## src/rtl/fpk_pkg.sv

```systemverilog
package fpk_pkg;

	// Fuse map inside the nonvolatile store.
	localparam int FUSE_W       = 17;
	localparam int OP_LSB       = 0;
	localparam int OP_W         = 6;
	localparam int HYS_LSB      = 6;
	localparam int HYS_W        = 2;
	localparam int PAR_BIT      = 8;
	localparam int LOCKREG_LSB  = 9;
	localparam int LOCKREG_W    = 8;
	localparam int LOCK_BIT_POS = 4;
	localparam int LOCK_BIT     = LOCKREG_LSB + LOCK_BIT_POS;

	// Key figures, counted in mid-level pulses.
	localparam logic [3:0] KEY_PAR_MIDS   = 4'h1;
	localparam logic [3:0] KEY_HYS_MIDS   = 4'h3;
	localparam logic [3:0] KEY_DOWN_MIDS  = 4'h4;
	localparam logic [3:0] KEY_LOCK_MIDS  = 4'h5;
	localparam logic [3:0] KEY_CHKLO_MIDS = 4'h7;
	localparam logic [3:0] KEY_CHKHI_MIDS = 4'h8;
	localparam logic [3:0] KEY_BIT_MIDS   = 4'h9;
	localparam logic [3:0] KEY_BLOW_MIDS  = 4'hB;

	// Try-mode entry codes and limits.
	localparam logic [5:0] OP_UP_INIT   = 6'h01;
	localparam logic [5:0] OP_DOWN_INIT = 6'h3F;
	localparam logic [5:0] OP_BIT_INIT  = 6'h01;
	localparam logic [5:0] OP_BIT_LAST  = 6'h20;
	localparam logic [5:0] OP_MAX       = 6'h3F;
	localparam logic [1:0] HYS_INIT     = 2'h1;
	localparam logic [1:0] HYS_MAX      = 2'h3;
	localparam logic       PAR_INIT     = 1'b1;
	localparam logic [7:0] ADDR_INIT    = 8'h01;

	// Timing.
	localparam int CLK_FREQ_MHZ       = 200;
	localparam int BLOW_TIME_US       = 100;
	localparam int BLOW_CYCLES_DEFAULT = BLOW_TIME_US * CLK_FREQ_MHZ;

	// Register bus map, byte addresses.
	localparam logic [3:0] ADR_STATUS = 4'h0;
	localparam logic [3:0] ADR_FUSES  = 4'h4;
	localparam logic [3:0] ADR_CODE   = 4'h8;
	localparam logic [3:0] ADR_CTRL   = 4'hC;
	localparam logic [1:0] CTRL_RESET = 2'h1;

	typedef enum logic [3:0] {
		REG_OPUP, REG_OPDN, REG_OPBIT, REG_HYS, REG_PAR, REG_LOCK
	} fpk_reg_t;

	typedef enum logic [2:0] {
		ST_IDLE, ST_H1, ST_TRY, ST_BLOW_ADDR, ST_BLOW_HOLD, ST_DONE
	} fpk_state_t;

endpackage

```

## src/rtl/fpk_fuse_store.sv

```systemverilog
`timescale 1ns/1ps
// Nonvolatile fuse array. Only a fresh die clears it; a supply cycle does not.
module fpk_fuse_store
	import fpk_pkg::*;
#(
	parameter int WIDTH = FUSE_W
)
(
	input  wire logic             mclk,       // System clock.
	input  wire logic             fuseInit,   // Virgin-die clear, async.
	input  wire logic             blowStb,    // Blow one fuse this cycle.
	input  wire logic [4:0]       blowIdx,    // Index of the fuse to blow.
	output logic      [WIDTH-1:0] fuses       // Registered fuse states.
);

	logic [WIDTH-1:0] fuse_q;
	logic [WIDTH-1:0] fuse_d;

	always_comb
	begin
		fuse_d = fuse_q;
		if (blowStb && (32'(blowIdx) < WIDTH))
		begin
			fuse_d[blowIdx] = 1'b1;
		end
	end

	always_ff @(posedge mclk or posedge fuseInit)
	begin
		if (fuseInit)
		begin
			fuse_q <= '0;
		end
		else
		begin
			fuse_q <= fuse_d;
		end
	end

	assign fuses = fuse_q;

endmodule // fpk_fuse_store

```

## src/rtl/fpk_key_decoder.sv

```systemverilog
`timescale 1ns/1ps
module fpk_key_decoder
	import fpk_pkg::*;
#(
	parameter int BLOW_CYCLES = BLOW_CYCLES_DEFAULT
)
(
	input  wire logic                 mclk,               // System clock, 200 MHz.
	input  wire logic                 sys_rst,            // Supply cycle, async, high.
	input  wire logic                 fuseInit,           // Virgin-die fuse clear, async.
	input  wire logic                 midLevelIn,         // Supply above mid threshold.
	input  wire logic                 highLevelIn,        // Supply above high threshold.
	input  wire logic [FUSE_W-1:0]    fuseWeakIn,         // Per-fuse marginal sense.
	input  wire logic [3:0]           avs_address,        // Avalon byte address.
	input  wire logic                 avs_read,           // Avalon read.
	input  wire logic                 avs_write,          // Avalon write.
	input  wire logic [31:0]          avs_writedata,      // Avalon write data.
	input  wire logic [3:0]           avs_byteenable,     // Avalon byte enables.
	output logic      [31:0]          avs_readdata,       // Avalon read data.
	output logic                      avs_waitrequest,    // Avalon wait.
	output logic      [OP_W-1:0]      operatePoint,       // Active operate point code.
	output logic      [HYS_W-1:0]     switchHysteresis,   // Active hysteresis code.
	output logic                      marginalFuse,       // Marginal fuse found.
	output logic                      blowDrive,          // Blow current enabled.
	output logic                      locked              // Lock fuse blown.
);

	// Input synchronisers: three stages, a change counts when stages two and three agree.
	logic [FUSE_W+1:0] sync1_q, sync2_q, sync3_q, filt_q, filt_d;
	logic [FUSE_W+1:0] rawIn;
	logic              midLvl, highLvl, midPrev_q, highPrev_q, sawHigh_q, sawHigh_d;
	logic [FUSE_W-1:0] fuseWeak;

	assign rawIn = {fuseWeakIn, highLevelIn, midLevelIn};

	always_comb
	begin
		filt_d = (sync3_q & ~(sync2_q ^ sync3_q)) | (filt_q & (sync2_q ^ sync3_q));
		sawHigh_d = sawHigh_q;
		if (highLvl)
		begin
			sawHigh_d = 1'b1;
		end
		else if (!midLvl)
		begin
			sawHigh_d = 1'b0;
		end
	end

	always_ff @(posedge mclk or posedge sys_rst)
	begin
		if (sys_rst)
		begin
			sync1_q    <= '0;
			sync2_q    <= '0;
			sync3_q    <= '0;
			filt_q     <= '0;
			midPrev_q  <= 1'b0;
			highPrev_q <= 1'b0;
			sawHigh_q  <= 1'b0;
		end
		else
		begin
			sync1_q    <= rawIn;
			sync2_q    <= sync1_q;
			sync3_q    <= sync2_q;
			filt_q     <= filt_d;
			midPrev_q  <= midLvl;
			highPrev_q <= highLvl;
			sawHigh_q  <= sawHigh_d;
		end
	end

	assign midLvl   = filt_q[0];
	assign highLvl  = filt_q[1];
	assign fuseWeak = filt_q[FUSE_W+1:2];

	// Mid and high pulse events act on falling edges, highRise on the rising high edge; a high pulse also passes the mid level.
	logic pulseEn, midPulse, highPulse, highRise;
	assign midPulse  = pulseEn && midPrev_q && !midLvl && !sawHigh_q;
	assign highPulse = pulseEn && highPrev_q && !highLvl;
	assign highRise  = pulseEn && !highPrev_q && highLvl;

	// Key decoder and code counters.
	fpk_state_t        state_q, state_d;
	fpk_reg_t          reg_q, reg_d;
	logic [3:0]        midCnt_q, midCnt_d;
	logic [OP_W-1:0]   tryOp_q, tryOp_d;
	logic [HYS_W-1:0]  tryHys_q, tryHys_d;
	logic              tryPar_q, tryPar_d;
	logic [7:0]        addr_q, addr_d;
	logic [31:0]       holdCnt_q, holdCnt_d;
	logic              blowDone_q, blowDone_d;
	logic              blowStb;
	logic [4:0]        blowIdx;
	logic [FUSE_W-1:0] fuses;
	logic              blowAllowed, parityNeed;
	logic [2:0]        addrBit;

	assign locked     = fuses[LOCK_BIT];
	assign parityNeed = ^fuses[PAR_BIT-1:0];

	always_comb
	begin
		addrBit = 3'h0;
		for (int i = 0; i < 8; i++)
		begin
			if (addr_q[i])
			begin
				addrBit = 3'(i);
			end
		end
		blowIdx = 5'h1F;
		case (reg_q)
			REG_OPUP: blowIdx = 5'(OP_LSB) + {2'h0, addrBit};
			REG_HYS:  blowIdx = 5'(HYS_LSB) + {2'h0, addrBit};
			REG_PAR:  blowIdx = 5'(PAR_BIT);
			REG_LOCK: blowIdx = 5'(LOCKREG_LSB) + {2'h0, addrBit};
			default:  blowIdx = 5'h1F;
		endcase
		// Addresses past the field width select no fuse until addr_q shifts out to zero, which selects bit 0.
		blowAllowed = !locked;
		if ((reg_q == REG_OPUP) && (addrBit >= 3'(OP_W)))
		begin
			blowAllowed = 1'b0;
		end
		if ((reg_q == REG_HYS) && (addrBit >= 3'(HYS_W)))
		begin
			blowAllowed = 1'b0;
		end
		if ((reg_q == REG_PAR) && !parityNeed)
		begin
			blowAllowed = 1'b0;
		end
	end

	always_comb
	begin
		state_d    = state_q;
		reg_d      = reg_q;
		midCnt_d   = midCnt_q;
		tryOp_d    = tryOp_q;
		tryHys_d   = tryHys_q;
		tryPar_d   = tryPar_q;
		addr_d     = addr_q;
		holdCnt_d  = holdCnt_q;
		blowDone_d = blowDone_q;
		blowStb    = 1'b0;
		case (state_q)
			ST_IDLE:
			begin
				if (highPulse)
				begin
					state_d  = ST_H1;
					midCnt_d = 4'h0;
				end
				else if (midPulse)
				begin
					state_d = ST_DONE;
				end
			end
			ST_H1:
			begin
				if (midPulse && (midCnt_q != 4'hF))
				begin
					midCnt_d = midCnt_q + 4'h1;
				end
				if (highPulse)
				begin
					state_d  = ST_TRY;
					midCnt_d = 4'h0;
					case (midCnt_q)
						4'h0:
						begin
							reg_d   = REG_OPUP;
							tryOp_d = OP_UP_INIT;
						end
						KEY_PAR_MIDS:
						begin
							reg_d    = REG_PAR;
							tryPar_d = PAR_INIT;
						end
						KEY_HYS_MIDS:
						begin
							reg_d    = REG_HYS;
							tryHys_d = HYS_INIT;
						end
						KEY_LOCK_MIDS: reg_d = REG_LOCK;
						default:       state_d = ST_DONE;
					endcase
				end
			end
			ST_TRY:
			begin
				if (midPulse)
				begin
					if (midCnt_q != 4'hF)
					begin
						midCnt_d = midCnt_q + 4'h1;
					end
					case (reg_q)
						REG_OPUP: tryOp_d = tryOp_q + 6'h01;
						REG_OPDN: tryOp_d = tryOp_q - 6'h01;
						REG_OPBIT:
						begin
							if (tryOp_q == OP_BIT_LAST)
							begin
								tryOp_d = 6'h00;
							end
							else if (tryOp_q == 6'h00)
							begin
								tryOp_d = OP_BIT_INIT;
							end
							else
							begin
								tryOp_d = tryOp_q << 1;
							end
						end
						REG_HYS:
						begin
							if (tryHys_q != HYS_MAX)
							begin
								tryHys_d = tryHys_q + 2'h1;
							end
						end
						default: tryPar_d = tryPar_q;
					endcase
				end
				if (highPulse)
				begin
					midCnt_d = 4'h0;
					addr_d   = ADDR_INIT;
					if (midCnt_q == KEY_BLOW_MIDS)
					begin
						state_d = ST_BLOW_ADDR;
					end
					else if ((reg_q == REG_OPUP) && (midCnt_q == KEY_DOWN_MIDS))
					begin
						reg_d   = REG_OPDN;
						tryOp_d = OP_DOWN_INIT;
					end
					else if ((reg_q == REG_OPUP) && (midCnt_q == KEY_BIT_MIDS))
					begin
						reg_d   = REG_OPBIT;
						tryOp_d = OP_BIT_INIT;
					end
					else
					begin
						state_d = ST_DONE;
					end
				end
			end
			ST_BLOW_ADDR:
			begin
				if (midPulse && (reg_q != REG_PAR))
				begin
					addr_d = addr_q << 1;
				end
				if (highRise)
				begin
					state_d   = ST_BLOW_HOLD;
					holdCnt_d = '0;
				end
			end
			ST_BLOW_HOLD:
			begin
				if (!highLvl)
				begin
					state_d = ST_DONE;
				end
				else if (holdCnt_q == 32'(BLOW_CYCLES - 1))
				begin
					blowStb    = blowAllowed;
					blowDone_d = blowAllowed;
					state_d    = ST_DONE;
				end
				else
				begin
					holdCnt_d = holdCnt_q + 32'h1;
				end
			end
			ST_DONE:    state_d = ST_DONE;
			default:    state_d = ST_IDLE;
		endcase
	end

	always_ff @(posedge mclk or posedge sys_rst)
	begin
		if (sys_rst)
		begin
			state_q    <= ST_IDLE;
			reg_q      <= REG_OPUP;
			midCnt_q   <= 4'h0;
			tryOp_q    <= 6'h00;
			tryHys_q   <= 2'h0;
			tryPar_q   <= 1'b0;
			addr_q     <= ADDR_INIT;
			holdCnt_q  <= '0;
			blowDone_q <= 1'b0;
		end
		else
		begin
			state_q    <= state_d;
			reg_q      <= reg_d;
			midCnt_q   <= midCnt_d;
			tryOp_q    <= tryOp_d;
			tryHys_q   <= tryHys_d;
			tryPar_q   <= tryPar_d;
			addr_q     <= addr_d;
			holdCnt_q  <= holdCnt_d;
			blowDone_q <= blowDone_d;
		end
	end

	fpk_fuse_store #(
		.WIDTH (FUSE_W)
	) u_store (
		.mclk     (mclk),
		.fuseInit (fuseInit),
		.blowStb  (blowStb),
		.blowIdx  (blowIdx),
		.fuses    (fuses)
	);

	// Fuse checks and the parameters the sensor uses.
	logic tryAct, opTry, chkLo, chkHi;
	logic [OP_W-1:0] opPt_q, opPt_d;
	logic [HYS_W-1:0] hys_q, hys_d;
	logic marg_q, marg_d;

	assign tryAct = (state_q == ST_TRY);
	assign opTry  = tryAct && (reg_q inside {REG_OPUP, REG_OPDN, REG_OPBIT});
	assign chkLo  = tryAct && (reg_q == REG_HYS) && (midCnt_q == KEY_CHKLO_MIDS);
	assign chkHi  = tryAct && (reg_q == REG_HYS) && (midCnt_q == KEY_CHKHI_MIDS);

	always_comb
	begin
		opPt_d = fuses[OP_LSB +: OP_W];
		hys_d  = fuses[HYS_LSB +: HYS_W];
		if (opTry)
		begin
			opPt_d = fuses[OP_LSB +: OP_W] | tryOp_q;
		end
		if (tryAct && (reg_q == REG_HYS) && !chkLo && !chkHi)
		begin
			hys_d = fuses[HYS_LSB +: HYS_W] | tryHys_q;
		end
		marg_d = (chkHi && |(fuses & fuseWeak)) ||
			(chkLo && |(~fuses & fuseWeak));
	end

	always_ff @(posedge mclk or posedge sys_rst)
	begin
		if (sys_rst)
		begin
			opPt_q <= 6'h00;
			hys_q  <= 2'h0;
			marg_q <= 1'b0;
		end
		else
		begin
			opPt_q <= opPt_d;
			hys_q  <= hys_d;
			marg_q <= marg_d;
		end
	end

	assign operatePoint     = opPt_q;
	assign switchHysteresis = hys_q;
	assign marginalFuse     = marg_q;
	assign blowDrive        = (state_q == ST_BLOW_HOLD) && blowAllowed;

	// Avalon-MM slave: one wait cycle, then the answer.
	logic        ack_q, ack_d;
	logic [1:0]  ctrl_q, ctrl_d;
	logic [31:0] rdata_q, rdata_d;

	assign pulseEn = ctrl_q[0];

	always_comb
	begin
		ack_d   = (avs_read || avs_write) && !ack_q;
		ctrl_d  = ctrl_q;
		rdata_d = rdata_q;
		if (ack_d && avs_read)
		begin
			case (avs_address)
				ADR_STATUS: rdata_d = {16'h0, midCnt_q, reg_q, 1'b0, state_q,
					tryPar_q, marg_q, blowDone_q, locked};
				ADR_FUSES:  rdata_d = {15'h0, fuses};
				ADR_CODE:   rdata_d = {14'h0, tryHys_q, addr_q, 2'h0, tryOp_q};
				ADR_CTRL:   rdata_d = {30'h0, ctrl_q};
				default:    rdata_d = 32'h0;
			endcase
		end
		// The write lands at the edge where the master sees waitrequest low.
		if (ack_q && avs_write && (avs_address == ADR_CTRL) && avs_byteenable[0])
		begin
			ctrl_d = avs_writedata[1:0];
		end
	end

	always_ff @(posedge mclk or posedge sys_rst)
	begin
		if (sys_rst)
		begin
			ack_q   <= 1'b0;
			ctrl_q  <= CTRL_RESET;
			rdata_q <= 32'h0;
		end
		else
		begin
			ack_q   <= ack_d;
			ctrl_q  <= ctrl_d;
			rdata_q <= rdata_d;
		end
	end

	assign avs_waitrequest = (avs_read || avs_write) && !ack_q;
	assign avs_readdata    = rdata_q;

endmodule // fpk_key_decoder

```

## config.mk

```make
export PLATFORM = sky130hd
export DESIGN_NAME = fpk_key_decoder
export DESIGN_NICKNAME = d
export VERILOG_FILES = /design/src/rtl/fpk_pkg.sv /design/src/rtl/fpk_fuse_store.sv /design/src/rtl/fpk_key_decoder.sv
export SDC_FILE = /design/constraint.sdc
export NUM_CORES = 1
export LEC_CHECK = 0
export ABC_AREA = 1
export BUFFER_PORTS_ARGS = -buffer_cell sky130_fd_sc_hd__buf_2
export CORE_ASPECT_RATIO = 2
export CORE_UTILIZATION = 30
export DETAILED_ROUTE_END_ITERATION = 6
export GPL_TIMING_DRIVEN = 0
export REMOVE_ABC_BUFFERS = 1
export SLEW_MARGIN = 30
export SYNTH_ARGS = -nofsm -noshare
export SYNTH_HDL_FRONTEND = slang
export SYNTH_SLANG_ARGS = --single-unit
```

## constraint.sdc

```tcl
create_clock -name mclk -period 17.9 [get_ports mclk]
set_input_delay 5.37 -clock mclk [delete_from_list [all_inputs] [get_ports mclk]]
set_output_delay 5.37 -clock mclk [all_outputs]
set_load 0.02 [all_outputs]
```

==> summary.txt <==
Clock tree
  • CTS Buf Count: 17
  • Quantity of hold-fixing buffers added after cts: 0
  • TritonCTS clock tree: built
  • # resized after CTS: 0
  • Clock slew at reported path FFs: 0.09 ns
  • Post-CTS setup buffer count: 0
  • CTS Buffer Depth: 2
  • Clk_lat worst skew: about 0.46 ns
  • Clock root buffer: clkbuf_16
  • H-tree Lvls: 4
  • CTS Sinks: ~190

Timing
  • Skew final: approximately 0.013 ns
  • Final worst slack: about 6.8 ns
  • Max transition margin: about 45%
  • Max Fclk: approximately 0.09 GHz
  • Final Slew Violations: 0
  • Hold slack: 0.345 ns
  • Min Tclk post-route: between 10 and 15 ns
  • TNS Setup: 0 ns
  • Pin slew with the least headroom to its limit: around 0.82 ns
  • Final hold vios: 0
  • Period utilization: 62.2%
  • Unrepaired setup endpoints after global routing: false
  • # setup viols final: 0

Logic synthesis
  • Mapped Area: between 9000 and 10000 um2
  • Number of library cell types mapped by synthesis: 45
  • Synth Register Bits: 186
  • Syn avg cell area: between 8 and 9 um2
  • Synth Instances: about 1100
  • Sequential-to-total area share from yosys stat: approximately 51%
  • Syn. warnings: 0

Setup path
  • Crit path DAT: 5.77 ns
  • Startpoint types: primary input
  • CP Class: in2out
  • Critical Path End Type: output port
  • Critical Path RT: approximately 13 ns
  • Critical path fanouts, max: 2

Global route
  • Overflow after GRT: 0
  • GRT Total Usage: 17.2%
  • First-pass GRT wire length: slightly above 40 mm
  • Largest net degree at the start of global routing: 66
  • Vias in the first global route: between 7000 and 8000
  • Number of antenna violations at the first check in global routing: 0

Placed design
  • Port Buffers: 60
  • Placed cells: 1470
  • Hpwl dp: between 15 and 20 mm
  • Post-DP Area: ~10000 um2
  • Dpl ws: ~6.8 ns
  • Final GP Congestion: ~0.94

Power
  • Sequential fraction of design power: 41.3%
  • Sw Share: 38.4%
  • Power density over the cells: about 110 nW/um2
  • Power Total: around 1.2 mW
  • Worst vdd ir: around 0.069 mV
  • Leak pwr: about 4.8 nW
  • Clock network fraction of design power: a little over a third
  • Internal power: approximately 720 uW
  • Switching power: 451 uW
  • Combinational share of power: a little under a quarter

Route
  • DRT iter0 DRCs: 404
  • Initial DRT Pass Iterations: 7
  • Vias: approximately 7500
  • Final wirelength: roughly 26 mm
  • Routed vias/inst: a little under 5
  • Avg WL per Cell: ~17 um
  • DRC viols: 15
  • Final antenna-violating net count: 0

Finish
  • Area taken by multi-input logic gates: approximately 3800 um2
  • Final net count: between 1000 and 1500
  • Final non-filler cell total: 1502
  • Final Cell Area: ~10000 um2
  • Layout area overhead: 14.7%
  • Layout cells sized above 1: roughly an eighth
  • Filler instances: 3081
  • Final core occ: 35.2%
  • Ant. Diodes: 0
  • Register area: about 4700 um2

Worst hold path
  • HP Class: reg2reg

Run status
  • Status: finished with violations
  • Violated checks: design-rule violations

Die
  • Vert. Die Dim: between 200 and 250 um
  • Cell Rows: between 80 and 90
  • Die footprint: between 30000 and 40000 um2
  • Die Wd: around 130 um
  • I/O pin count: 108
  • Core area: slightly below 30000 um2
  • Initial Util: slightly above 30%

Job
  • MaxCap Viol Count: 0
## power by group through the flow
stage	Sequential [mW]	Clock, mW	Combinational, mW
final	0.485	0.413	0.276
after global routing	0.489	0.440	0.312
after CTS	0.484	0.424	0.275
after detailed placement	0.493	0	0.273
after global placement	0.492	0	0.268
after floorplan	0.483	0	0.196
## worst max-delay path, cell delays in order
cell,delay [ns]
buf_2,0.10
nor2_1,0.09
nor2_1,0.05
buf_2,0.15
## cell usage in the layout (no fill, tap or decap), drive strengths merged, types with 19 or more instances in the layout
cell type | Yosys | layout
dfrtp | 184 | 184
nand3 | 50 | 50
buf | 25 | 63
or2 | 22 | 22
a21oi | 20 | 20
o21ai | 92 | 92
inv | 123 | 133
nand2 | 256 | 256
nor3 | 33 | 33
nor2 | 99 | 99
maj3 | 19 | 19
xor2 | 20 | 20
## metal layers
metal / routed length, um / part of all wire (%) / track usage (%)
met5: 0 / 0 / 0
met4: 1730 / 6.8 / 13.0
met3: 786 / 3.1 / 2.49
met2: 13800 / 54 / 32.9
met1: 9230 / 36 / 16.7
## worst paths after layout
kind / startpoint / endpoint / slack (ns) / depth (start not counted)
setup / recovery: avs_write / avs_waitrequest / 6.76 / 4
hold / removal: sync1_q[6] / sync2_q[6] / 0.34 / 0
setup reg to reg: state_q[2] / holdCnt_q[24] / 15.19 / 9
hold reg to reg: sync1_q[6] / sync2_q[6] / 0.34 / 0
max in group asynchronous: sys_rst / addr_q[0] / 11.99 / 4
min in group asynchronous: sys_rst / sync1_q[3] / 4.88 / 2
## final cells by class
type	instances	share of cell area (%)
Clock buffer	17	4.08
Clock inverter	15	2.23
Tap cell	364	4.37
Inverter	124	4.55
Multi-Input combinational cell	733	36.6
Sequential cell	186	44.7
Timing Repair Buffer	63	3.48
## Yosys cell counts (all sizes together)
library cell	number	area share (%)
mux2	2	0.25
dfstp	2	0.58
nor4	9	0.69
buf	25	1.9
a21oi	20	1.1
a41o	2	0.22
o21bai	3	0.25
inv	123	5.1
ha	11	1.5
xnor2	17	1.6
a2111oi	1	0.096
nor2	99	4.3
dfrtp	184	51
conb	1	0.041
o21ai	92	5.1
o2111ai	3	0.29
clkbuf	11	0.45
or2	22	1.5
nand3b	5	0.41
o31ai	6	0.55
nor3	33	2.0
nand2	256	11
o211ai	3	0.25
nand3	50	2.9
a221oi	14	1.3
a31oi	3	0.21
maj3	19	2.1
xor2	20	1.9
o221ai	1	0.096
o22ai	10	0.69
nand4	18	1.2
clkinv	1	0.055
## cell families after synthesis
kind of cell               share of synthesized area [%]
other                                             0.0412
and+or+nand+nor                                     23.6
DFF                                                 51.2
buffers and inverters                               7.46
muxes                                              0.248
adders and majority gates                           3.60
AOI/OAI and AO/OA                                   10.2
xor gates and xnor gates                            3.56
Note: power is estimated with default switching activity, not from simulation.
